### config.mk
export PLATFORM = sky130hd
export DESIGN_NAME = power_monitor_result_registers
export DESIGN_NICKNAME = d
export VERILOG_FILES = /design/src/design/pmon_pkg.sv /design/src/design/avg_if.sv /design/src/design/sample_averager.sv /design/src/design/power_monitor_result_registers.sv
export VERILOG_INCLUDE_DIRS = /design/src /design/src/design
export SDC_FILE = /design/constraint.sdc
export NUM_CORES = 2
export LEC_CHECK = 0
export BUFFER_PORTS_ARGS = -buffer_cell sky130_fd_sc_hd__buf_2
export CORE_MARGIN = 2
export CORE_UTILIZATION = 45
export CTS_BUF_LIST = sky130_fd_sc_hd__clkbuf_8
export DETAILED_ROUTE_END_ITERATION = 10
export GPL_ROUTABILITY_DRIVEN = 0
export PLACE_DENSITY_LB_ADDON = 0.25
export SYNTH_ARGS = -nofsm -noshare
export SYNTH_HDL_FRONTEND = slang
export SYNTH_SLANG_ARGS = --single-unit
### constraint.sdc
create_clock -name core_clk -period 10.2 [get_ports core_clk]
set_clock_uncertainty 0.2 [all_clocks]
set_input_delay 1.02 -clock core_clk [delete_from_list [all_inputs] [get_ports core_clk]]
set_output_delay 1.02 -clock core_clk [all_outputs]
set_load 0.05 [all_outputs]
### src/design/pmon_consts.svh
// Overview of operation
// Current, bus voltage, die temperature, power, energy and charge are each read from own address.
// Codes carry fixed weights of 2.4 mA, 3.125 mV, 125 mC-deg, 480 uW, 7.68 mJ and 150 uC.
// Current, bus voltage and temperature codes are two's complement numbers.
// Bus voltage is a 16-bit signed field that never goes negative, 85 V at the silicon limit.
// The bus voltage code range reaches the equivalent of 102.4 V.
// Die temperature is a 12-bit signed field spanning -256 to +256 degrees.
// Current is a 16-bit signed field covering plus or minus 78.64 A.
// The 40-bit energy accumulator wraps to zero on overflow with no indication.
// Writing the accumulator clear bit zeroes the energy accumulator at any time; a clear in the cycle of a result update leaves that update's power.
// Overflow of the 40-bit charge accumulator sets the charge overflow flag.
// After a charge overflow the host clears the charge accumulator with the clear bit.
// Conversion times of 50, 84, 150, 280, 540, 1052, 2074 and 4120 us are selectable.
// Averaging over a selectable sample count gives one result per conversion time times count.
// Multi-byte results go out most significant byte first.
// Results update once per output sample, power, energy and charge from the same averages.
// The charge overflow flag holds until the clear action, which clears it with the charge.
`ifndef PMON_CONSTS_SVH
`define PMON_CONSTS_SVH

// register pointers
`define REG_CONFIG 8'h00
`define REG_BUS 8'h05
`define REG_TEMP 8'h06
`define REG_CURRENT 8'h07
`define REG_POWER 8'h08
`define REG_ENERGY 8'h09
`define REG_CHARGE 8'h0a

// config byte layout and reset
`define CFG_ACCUMULATOR_CLEAR_BIT_BIT 7
`define CFG_CONV_LSB 3
`define CFG_AVG_LSB 0
`define CFG_CHOF_BIT 8
`define CFG_CONV_RESET 3'h5
`define CFG_AVG_RESET 3'h0

// power code = |current| * bus >> shift (2.4 mA * 3.125 mV * 64 = 480 uW)
`define POWER_SHIFT 6

// timing
`define CLK_MHZ 200
`define CONV_US_0 50
`define CONV_US_1 84
`define CONV_US_2 150
`define CONV_US_3 280
`define CONV_US_4 540
`define CONV_US_5 1052
`define CONV_US_6 2074
`define CONV_US_7 4120

`endif

### src/design/pmon_pkg.sv
package pmon_pkg;

    // state of the result register block
    typedef struct packed {
        logic [31:0] convCnt;
        logic convStart;
        logic [7:0] ptr;
        logic [2:0] convSel;
        logic [2:0] avgSel;
        logic [15:0] current;
        logic [15:0] busV;
        logic [11:0] temp;
        logic [23:0] power;
        logic [39:0] energy;
        logic [39:0] charge;
        logic charge_overflow_flag;
        logic [39:0] shiftReg;
        logic [2:0] bytesLeft;
        logic [7:0] byteData;
        logic byteValid;
    } pmon_state_t;

    // state of the averager
    typedef struct packed {
        logic [25:0] sumCur;
        logic [25:0] sumBus;
        logic [21:0] sumTemp;
        logic [10:0] cnt;
        logic done;
        logic [15:0] avgCur;
        logic [15:0] avgBus;
        logic [11:0] avgTemp;
    } avg_state_t;

endpackage : pmon_pkg

### src/design/avg_if.sv
`timescale 1ns/10ps
`default_nettype none
interface avg_if;
    logic sampleValid;
    logic [15:0] sampleCur;
    logic [15:0] sampleBus;
    logic [11:0] sampleTemp;
    logic [2:0] avgSel;
    logic done;
    logic [15:0] avgCur;
    logic [15:0] avgBus;
    logic [11:0] avgTemp;

    modport averager (
        input sampleValid, sampleCur, sampleBus, sampleTemp, avgSel,
        output done, avgCur, avgBus, avgTemp
    );
    modport host (
        output sampleValid, sampleCur, sampleBus, sampleTemp, avgSel,
        input done, avgCur, avgBus, avgTemp
    );
endinterface : avg_if
`default_nettype wire

### src/design/sample_averager.sv
`timescale 1ns/10ps
`default_nettype none
module sample_averager (
    // clock and reset
    input wire logic core_clk,
    input wire logic arst_n,
    // samples in, averages out
    avg_if.averager av
);
    import pmon_pkg::*;

    avg_state_t q, d;

    // averaging select to shift: 1, 4, 16, 64, 128, 256, 512, 1024
    function automatic logic [3:0] avgShift(input logic [2:0] sel);
        case (sel)
            3'h0: avgShift = 4'h0;
            3'h1: avgShift = 4'h2;
            3'h2: avgShift = 4'h4;
            default: avgShift = 4'(sel) + 4'h3;
        endcase
    endfunction : avgShift

    logic [10:0] lastIdx;
    logic [25:0] nCur, nBus;
    logic [21:0] nTemp;
    assign lastIdx = 11'((12'h1 << avgShift(av.avgSel)) - 12'h1);

    // accumulate signed sums, emit mean after the selected count
    always_comb begin
        d = q;
        d.done = 1'b0;
        nCur = q.sumCur + {{10{av.sampleCur[15]}}, av.sampleCur};
        nBus = q.sumBus + {{10{av.sampleBus[15]}}, av.sampleBus};
        nTemp = q.sumTemp + {{10{av.sampleTemp[11]}}, av.sampleTemp};
        if (av.sampleValid) begin
            if (q.cnt >= lastIdx) begin
                d.avgCur = 16'($signed(nCur) >>> avgShift(av.avgSel));
                d.avgBus = 16'($signed(nBus) >>> avgShift(av.avgSel));
                d.avgTemp = 12'($signed(nTemp) >>> avgShift(av.avgSel));
                d.done = 1'b1;
                d.sumCur = 26'h0;
                d.sumBus = 26'h0;
                d.sumTemp = 22'h0;
                d.cnt = 11'h0;
            end else begin
                d.sumCur = nCur;
                d.sumBus = nBus;
                d.sumTemp = nTemp;
                d.cnt = q.cnt + 11'h1;
            end
        end
    end

    always_ff @(posedge core_clk or negedge arst_n) begin
        if (!arst_n) begin
            q <= '0;
        end else begin
            q <= d;
        end
    end

    assign av.done = q.done;
    assign av.avgCur = q.avgCur;
    assign av.avgBus = q.avgBus;
    assign av.avgTemp = q.avgTemp;

    property p_avgDone;
        @(posedge core_clk) disable iff (!arst_n)
        av.sampleValid && q.cnt >= lastIdx |=> av.done && q.cnt == 11'h0;
    endproperty
    a_avgDone: assert property (p_avgDone) else $error("average not emitted at count");

    property p_noEarlyDone;
        @(posedge core_clk) disable iff (!arst_n)
        av.sampleValid && q.cnt < lastIdx |=> !av.done && q.cnt == $past(q.cnt) + 11'h1;
    endproperty
    a_noEarlyDone: assert property (p_noEarlyDone) else $error("average emitted early");

    c_avgOfFour: cover property (@(posedge core_clk) disable iff (!arst_n)
        av.avgSel == 3'h1 && av.done);
endmodule : sample_averager
`default_nettype wire

### src/design/power_monitor_result_registers.sv
`timescale 1ns/10ps
`default_nettype none
`include "pmon_consts.svh"
module power_monitor_result_registers #(
    parameter int unsigned CYC_PER_US = `CLK_MHZ,
    // accumulator width, 17 to 40; narrow only to reach wrap in short runs
    parameter int unsigned ACC_W = 40
) (
    // clock and reset
    input wire logic core_clk,
    input wire logic arst_n,
    // converter side
    output logic convStart,
    input wire logic adcValid,
    input wire logic [15:0] adcCurrent,
    input wire logic [15:0] adcBus,
    input wire logic [11:0] adcTemp,
    // register port
    input wire logic ptrWr,
    input wire logic [7:0] ptrData,
    input wire logic cfgWr,
    input wire logic [7:0] cfgData,
    input wire logic rdStart,
    input wire logic byteRd,
    output logic [7:0] byteData,
    output logic byteValid,
    // status
    output logic chargeOverflow
);
    import pmon_pkg::*;

    pmon_state_t q, d;
    avg_if av ();

    // keeps the low ACC_W bits of an accumulator
    localparam logic [39:0] ACC_MASK = 40'((41'h1 << ACC_W) - 41'h1);

    // cycles in one conversion for a select code
    function automatic logic [31:0] convCycles(input logic [2:0] sel);
        int unsigned us;
        case (sel)
            3'h0: us = `CONV_US_0;
            3'h1: us = `CONV_US_1;
            3'h2: us = `CONV_US_2;
            3'h3: us = `CONV_US_3;
            3'h4: us = `CONV_US_4;
            3'h5: us = `CONV_US_5;
            3'h6: us = `CONV_US_6;
            default: us = `CONV_US_7;
        endcase
        convCycles = 32'(us * CYC_PER_US);
    endfunction : convCycles

    // bytes returned per register; unmapped pointers give two zero bytes
    function automatic logic [2:0] regBytes(input logic [7:0] p);
        case (p)
            `REG_POWER: regBytes = 3'h3;
            `REG_ENERGY, `REG_CHARGE: regBytes = 3'h5;
            default: regBytes = 3'h2;
        endcase
    endfunction : regBytes

    // register contents left-aligned in 40 bits, so the top byte goes first
    function automatic logic [39:0] regImage(input pmon_state_t s);
        case (s.ptr)
            `REG_CONFIG: regImage = {7'h0, s.charge_overflow_flag, 1'b0, 1'b0, s.convSel, s.avgSel, 24'h0};
            `REG_BUS: regImage = {s.busV, 24'h0};
            `REG_TEMP: regImage = {4'h0, s.temp, 24'h0};
            `REG_CURRENT: regImage = {s.current, 24'h0};
            `REG_POWER: regImage = {s.power, 16'h0};
            `REG_ENERGY: regImage = s.energy;
            `REG_CHARGE: regImage = s.charge;
            default: regImage = 40'h0;
        endcase
    endfunction : regImage

    // adc samples arrive on core_clk, no synchroniser needed
    assign av.sampleValid = adcValid;
    assign av.sampleCur = adcCurrent;
    assign av.sampleBus = adcBus;
    assign av.sampleTemp = adcTemp;
    assign av.avgSel = q.avgSel;

    sample_averager u_avg (
        .core_clk(core_clk),
        .arst_n(arst_n),
        .av(av.averager)
    );

    logic clrAcc;
    logic [15:0] absCur;
    logic [31:0] prod;
    logic [23:0] pw;
    logic [39:0] pwExt;
    logic [40:0] chgSum;
    logic chgCarry;

    // power from the same averaged pair that updates current and voltage
    assign clrAcc = cfgWr && cfgData[`CFG_ACCUMULATOR_CLEAR_BIT_BIT];
    assign absCur = av.avgCur[15] ? 16'(-av.avgCur) : av.avgCur;
    assign prod = absCur * (av.avgBus[15] ? 16'h0 : av.avgBus);
    assign pw = 24'(prod >> `POWER_SHIFT);
    assign pwExt = {16'h0, pw};
    assign chgSum = {1'b0, clrAcc ? 40'h0 : q.charge} + {25'h0, absCur};
    assign chgCarry = chgSum[ACC_W]; // carry out of the configured width

    // conversion timer, config, result update and byte readout
    always_comb begin
        d = q;
        d.convStart = 1'b0;
        d.byteValid = 1'b0;
        if (q.convCnt >= convCycles(q.convSel) - 32'h1) begin
            d.convCnt = 32'h0;
            d.convStart = 1'b1;
        end else begin
            d.convCnt = q.convCnt + 32'h1;
        end
        if (cfgWr) begin
            // restart the period so the count never sits above a shorter new end
            d.convCnt = 32'h0;
            d.convSel = cfgData[`CFG_CONV_LSB +: 3];
            d.avgSel = cfgData[`CFG_AVG_LSB +: 3];
        end
        if (clrAcc) begin
            d.energy = 40'h0;
            d.charge = 40'h0;
            d.charge_overflow_flag = 1'b0;
        end
        if (av.done) begin
            d.current = av.avgCur;
            d.busV = av.avgBus[15] ? 16'h0 : av.avgBus;
            d.temp = av.avgTemp;
            d.power = pw;
            // wraps silently, a clear in the same cycle drops the old total
            d.energy = ((clrAcc ? 40'h0 : q.energy) + pwExt) & ACC_MASK;
            d.charge = chgSum[39:0] & ACC_MASK;
            // overflow set wins over a simultaneous clear
            if (chgCarry) begin
                d.charge_overflow_flag = 1'b1;
            end
        end
        if (ptrWr) begin
            d.ptr = ptrData;
        end
        if (rdStart) begin
            d.shiftReg = regImage(q);
            d.bytesLeft = regBytes(q.ptr);
        end else if (byteRd) begin
            d.byteData = q.shiftReg[39:32];
            d.byteValid = 1'b1;
            d.shiftReg = {q.shiftReg[31:0], 8'h0};
            d.bytesLeft = (q.bytesLeft == 3'h0) ? 3'h0 : q.bytesLeft - 3'h1;
        end
    end

    always_ff @(posedge core_clk or negedge arst_n) begin
        if (!arst_n) begin
            q <= '0;
            q.convSel <= `CFG_CONV_RESET;
            q.avgSel <= `CFG_AVG_RESET;
        end else begin
            q <= d;
        end
    end

    assign convStart = q.convStart;
    assign byteData = q.byteData;
    assign byteValid = q.byteValid;
    assign chargeOverflow = q.charge_overflow_flag;

    property p_busNonNeg;
        @(posedge core_clk) disable iff (!arst_n)
        av.done && av.avgBus[15] |=> q.busV == 16'h0;
    endproperty
    a_busNonNeg: assert property (p_busNonNeg) else $error("bus voltage went negative");

    property p_convPeriod;
        @(posedge core_clk) disable iff (!arst_n)
        convStart && !$past(cfgWr) |-> $past(q.convCnt) == convCycles(q.convSel) - 32'h1;
    endproperty
    a_convPeriod: assert property (p_convPeriod) else $error("conversion period wrong");

    property p_energyWrap;
        @(posedge core_clk) disable iff (!arst_n)
        av.done && !clrAcc |=> q.energy == (40'($past(q.energy) + $past(pwExt)) & ACC_MASK);
    endproperty
    a_energyWrap: assert property (p_energyWrap) else $error("energy sum wrong");

    property p_clearAcc;
        @(posedge core_clk) disable iff (!arst_n)
        clrAcc && !av.done |=> q.energy == 40'h0 && q.charge == 40'h0 && !chargeOverflow;
    endproperty
    a_clearAcc: assert property (p_clearAcc) else $error("clear left accumulators");

    property p_chargeOfSet;
        @(posedge core_clk) disable iff (!arst_n)
        av.done && chgCarry |=> chargeOverflow;
    endproperty
    a_chargeOfSet: assert property (p_chargeOfSet) else $error("overflow not flagged");

    property p_chargeOfHold;
        @(posedge core_clk) disable iff (!arst_n)
        chargeOverflow && !clrAcc |=> chargeOverflow;
    endproperty
    a_chargeOfHold: assert property (p_chargeOfHold) else $error("overflow flag lost");

    property p_sameSample;
        @(posedge core_clk) disable iff (!arst_n)
        av.done |=> q.power == $past(pw) && q.current == $past(av.avgCur);
    endproperty
    a_sameSample: assert property (p_sameSample) else $error("results from mixed samples");

    property p_byteCount;
        @(posedge core_clk) disable iff (!arst_n)
        rdStart |=> q.bytesLeft == regBytes($past(q.ptr));
    endproperty
    a_byteCount: assert property (p_byteCount) else $error("wrong byte count");

    property p_msbFirst;
        @(posedge core_clk) disable iff (!arst_n)
        (rdStart && !ptrWr && q.ptr == `REG_CURRENT && !av.done) ##1 (byteRd && !rdStart && !av.done)
            |=> byteValid && byteData == $past(q.current[15:8]);
    endproperty
    a_msbFirst: assert property (p_msbFirst) else $error("first byte not msb");

    c_clear: cover property (@(posedge core_clk) disable iff (!arst_n) clrAcc);
    c_overflow: cover property (@(posedge core_clk) disable iff (!arst_n) av.done && chgCarry);
    c_readEnergy: cover property (@(posedge core_clk) disable iff (!arst_n)
        rdStart && q.ptr == `REG_ENERGY);
endmodule : power_monitor_result_registers
`default_nettype wire

==> impl_metrics.py <==
metrics = {
    "synthesis": {
        "synth_ff_type": "dfrtp_1",
        "ys_types": 108,
        "synth-seq-cells": 374,
        "syn_area_um2": 35200,
        "synth_edf_count": 0,
        "yosys_warnings": 0,
        "ys_seq_area_frac": 0.266,
        "syn_area_per_cell_um2": 8.79,
        "synth-async-reset-ratio": 1.00,
        "netlist_instances": 4003,
    },
    "timing": {
        "fin_crit_sh": 0.959,
        "rsz0062_at_grt": "no",
        "fin_setup_tns_ns": 0,
        "relSlewSlack": 0.242,
        "finalHoldViolCount": 0,
        "finalSetupViolCount": 0,
        "tightest_slew_ns": 1.14,
        "slew_violations": 0,
        "fin_crit_ns": 9.78,
        "max_freq_mhz": 102,
    },
    "clock_network": {
        "cts.clk_slew.worst_paths_ns": 0.06,
        "clock-sinks": 374,
        "cts_buffer_depth": 3,
        "insertion_delay_ns": 0.67,
        "cts_tree": "done",
        "htreeDepth": 3,
        "cts_root_buffer": "clkbuf_8",
        "numCtsBuffers": 71,
    },
    "route": {
        "drt_iter0_drc": 2191,
        "wl_per_cell_um": 19.5,
        "vias": 29500,
        "detail-route-antenna-nets": 0,
        "wl_met3_um": 5640,
        "wl_met2_um": 44600,
        "finalWirelength_um": 99600,
        "via_per_inst": 5.77,
        "wl_met1_um": 46000,
        "dr.pass1.iters": 5,
        "drc": 0,
        "top_layer_used": "met4",
    },
    "job": {
        "maxCapViolCount": 0,
    },
    "setup_path": {
        "path_max_fanout": 10,
        "worst-setup-path-type": "register to register",
        "crit_top_cell": "fa_1",
        "critical-path-max-stage-delay_ns": 0.55,
        "path_buf_inv": 7,
        "crit_slowest_cell": "fa_1",
        "cp_top_family": "adder cells",
        "required_ns": 10.58,
        "start_kind": "register",
        "cp.arrival_ns": 10.16,
        "crit_path_end_kind": "register",
    },
    "final_layout": {
        "final_cell_mix": "nand2_1, nor2_1, dfrtp_1, inv_1, ha_1",
        "final_util": 0.493,
        "drive_gt1_frac": 0.113,
        "fillers": 7494,
        "areaGrowthSynthToFinish_pct": 8.52,
        "final_area_um2": 38200,
        "final_common_cell": "nand2_1",
        "final_nets": 4531,
    },
    "global_routing": {
        "grt_overflow": 0,
        "antenna_found_initial": 1,
        "grt_pass1_wl_um": 161000,
        "grt_max_degree": 101,
        "grt_pass1_vias": 28800,
        "track_usage": 0.247,
    },
    "die": {
        "fp-row-count": 102,
        "die_area_um2": 80500,
        "die_h_um": 284,
        "pin_count": 78,
        "core_um2": 77500,
        "start_util": 0.454,
        "die-width_um": 284,
    },
    "status": {
        "status": "complete, no violations",
    },
    "worst_hold_path": {
        "hold_class": "input pin to async pin",
    },
    "place": {
        "portBuffers": 76,
        "hpwlAfterDp_um": 75100,
        "dpl_cell_area_um2": 36600,
    },
}
## worst register-to-register path: cells and delay by family, from the launching register on
kind | cells | cell delay [ns]
adders and majority gates | 8 | 3.70
AOI/OAI and AO/OA | 13 | 2.12
buffers and inverters | 7 | 0.80
DFF | 1 | 0.44
and+or+nand+nor | 7 | 1.91
xor gates and xnor gates | 2 | 0.36
muxes | 1 | 0.19
## cells in the mapped netlist, drive strengths merged (87+ instances only)
cell type  count  area (um2)
a21oi        210        1070
clkbuf       174         654
dfrtp        372        9310
fa           187        3740
ha           260        3250
inv          295        1110
mux2         113        1270
mux2i         87         871
nand2        435        1640
nor2         388        1460
o21ai        156         800
xnor2        107         945
## layout make-up
class                           count  area (um2)  share of cell area
Multi-Input combinational cell   3119       24000               0.629
Clock inverter                     29         173             0.00452
Timing Repair Buffer              150         946              0.0248
Clock buffer                       91        1250              0.0328
Inverter                          301        1130              0.0296
Sequential cell                   374        9370               0.245
Tap cell                         1040        1300              0.0341
Antenna cell                        1        2.50           0.0000655
## final timing paths
path / start / end / slack [ns] / cells after the start
setup / recovery: u_avg.av.avgCur[5] / q[132] / 0.42 / 38
hold / removal: arst_n / q[135] / 0.16 / 1
setup reg to reg: u_avg.av.avgCur[5] / q[132] / 0.42 / 38
hold reg to reg: q[216] / q[216] / 0.26 / 1
max in group asynchronous: arst_n / q[208] / 7.52 / 3
min in group core_clk: q[216] / q[216] / 0.26 / 1
## per-layer routing
metal  vias to the layer above  track usage
met2                       869        0.387
li1                      14100            -
met4                         0       0.0848
met3                       188       0.0348
met5                         -            0
met1                     14300        0.351
## stage by stage
stage	std cells	worst slack [ns]	hold slack, ns
after CTS	5100	0.161	0.176
after global routing	5105	0.000553	0.229
after global placement	4980	0.222	0.256
after floorplan	4016	0.614	0.233
final	5105	0.422	0.162
after detailed placement	4980	0.127	0.262
## timing repair
item	4_1_cts	5_1_grt
hold buffers	0	0
setup endpoints to repair	0	20
buffers inserted	0	4
resized for setup	0	16
## logic make-up (layout without fill, tap and decap cells)
| kind of cell | count (synthesis) | count (layout) | share of synthesized area |
|---|---|---|---|
| AND/OR/NAND/NOR | 1274 | 1274 | 0.167 |
| AO/OA/AOI/OAI | 985 | 985 | 0.195 |
| buffers and inverters | 523 | 571 | 0.0577 |
| adder cells (fa/ha/maj) | 448 | 448 | 0.199 |
| flip-flops | 374 | 374 | 0.266 |
| multiplexers | 211 | 211 | 0.0679 |
| XOR/XNOR | 187 | 187 | 0.0470 |
| other | 1 | 15 | 0.000107 |
## flip-flops by register name, summed over array words and instances (netlist names)
| name | count |
|---|---|
| q | 230 |
| u_avg.av.avgBus | 16 |
| byteData | 8 |
| u_avg.av.avgTemp | 12 |
| av.avgSel | 3 |
| u_avg.av.done | 1 |
| byteValid | 1 |
| chargeOverflow | 1 |
| u_avg.av.avgCur | 16 |
| convStart | 1 |
| u_avg.q | 85 |
Power is left out: the tool's default activity adds up to more than one toggle a clock period on the data nets, which glitch-free logic cannot reach.
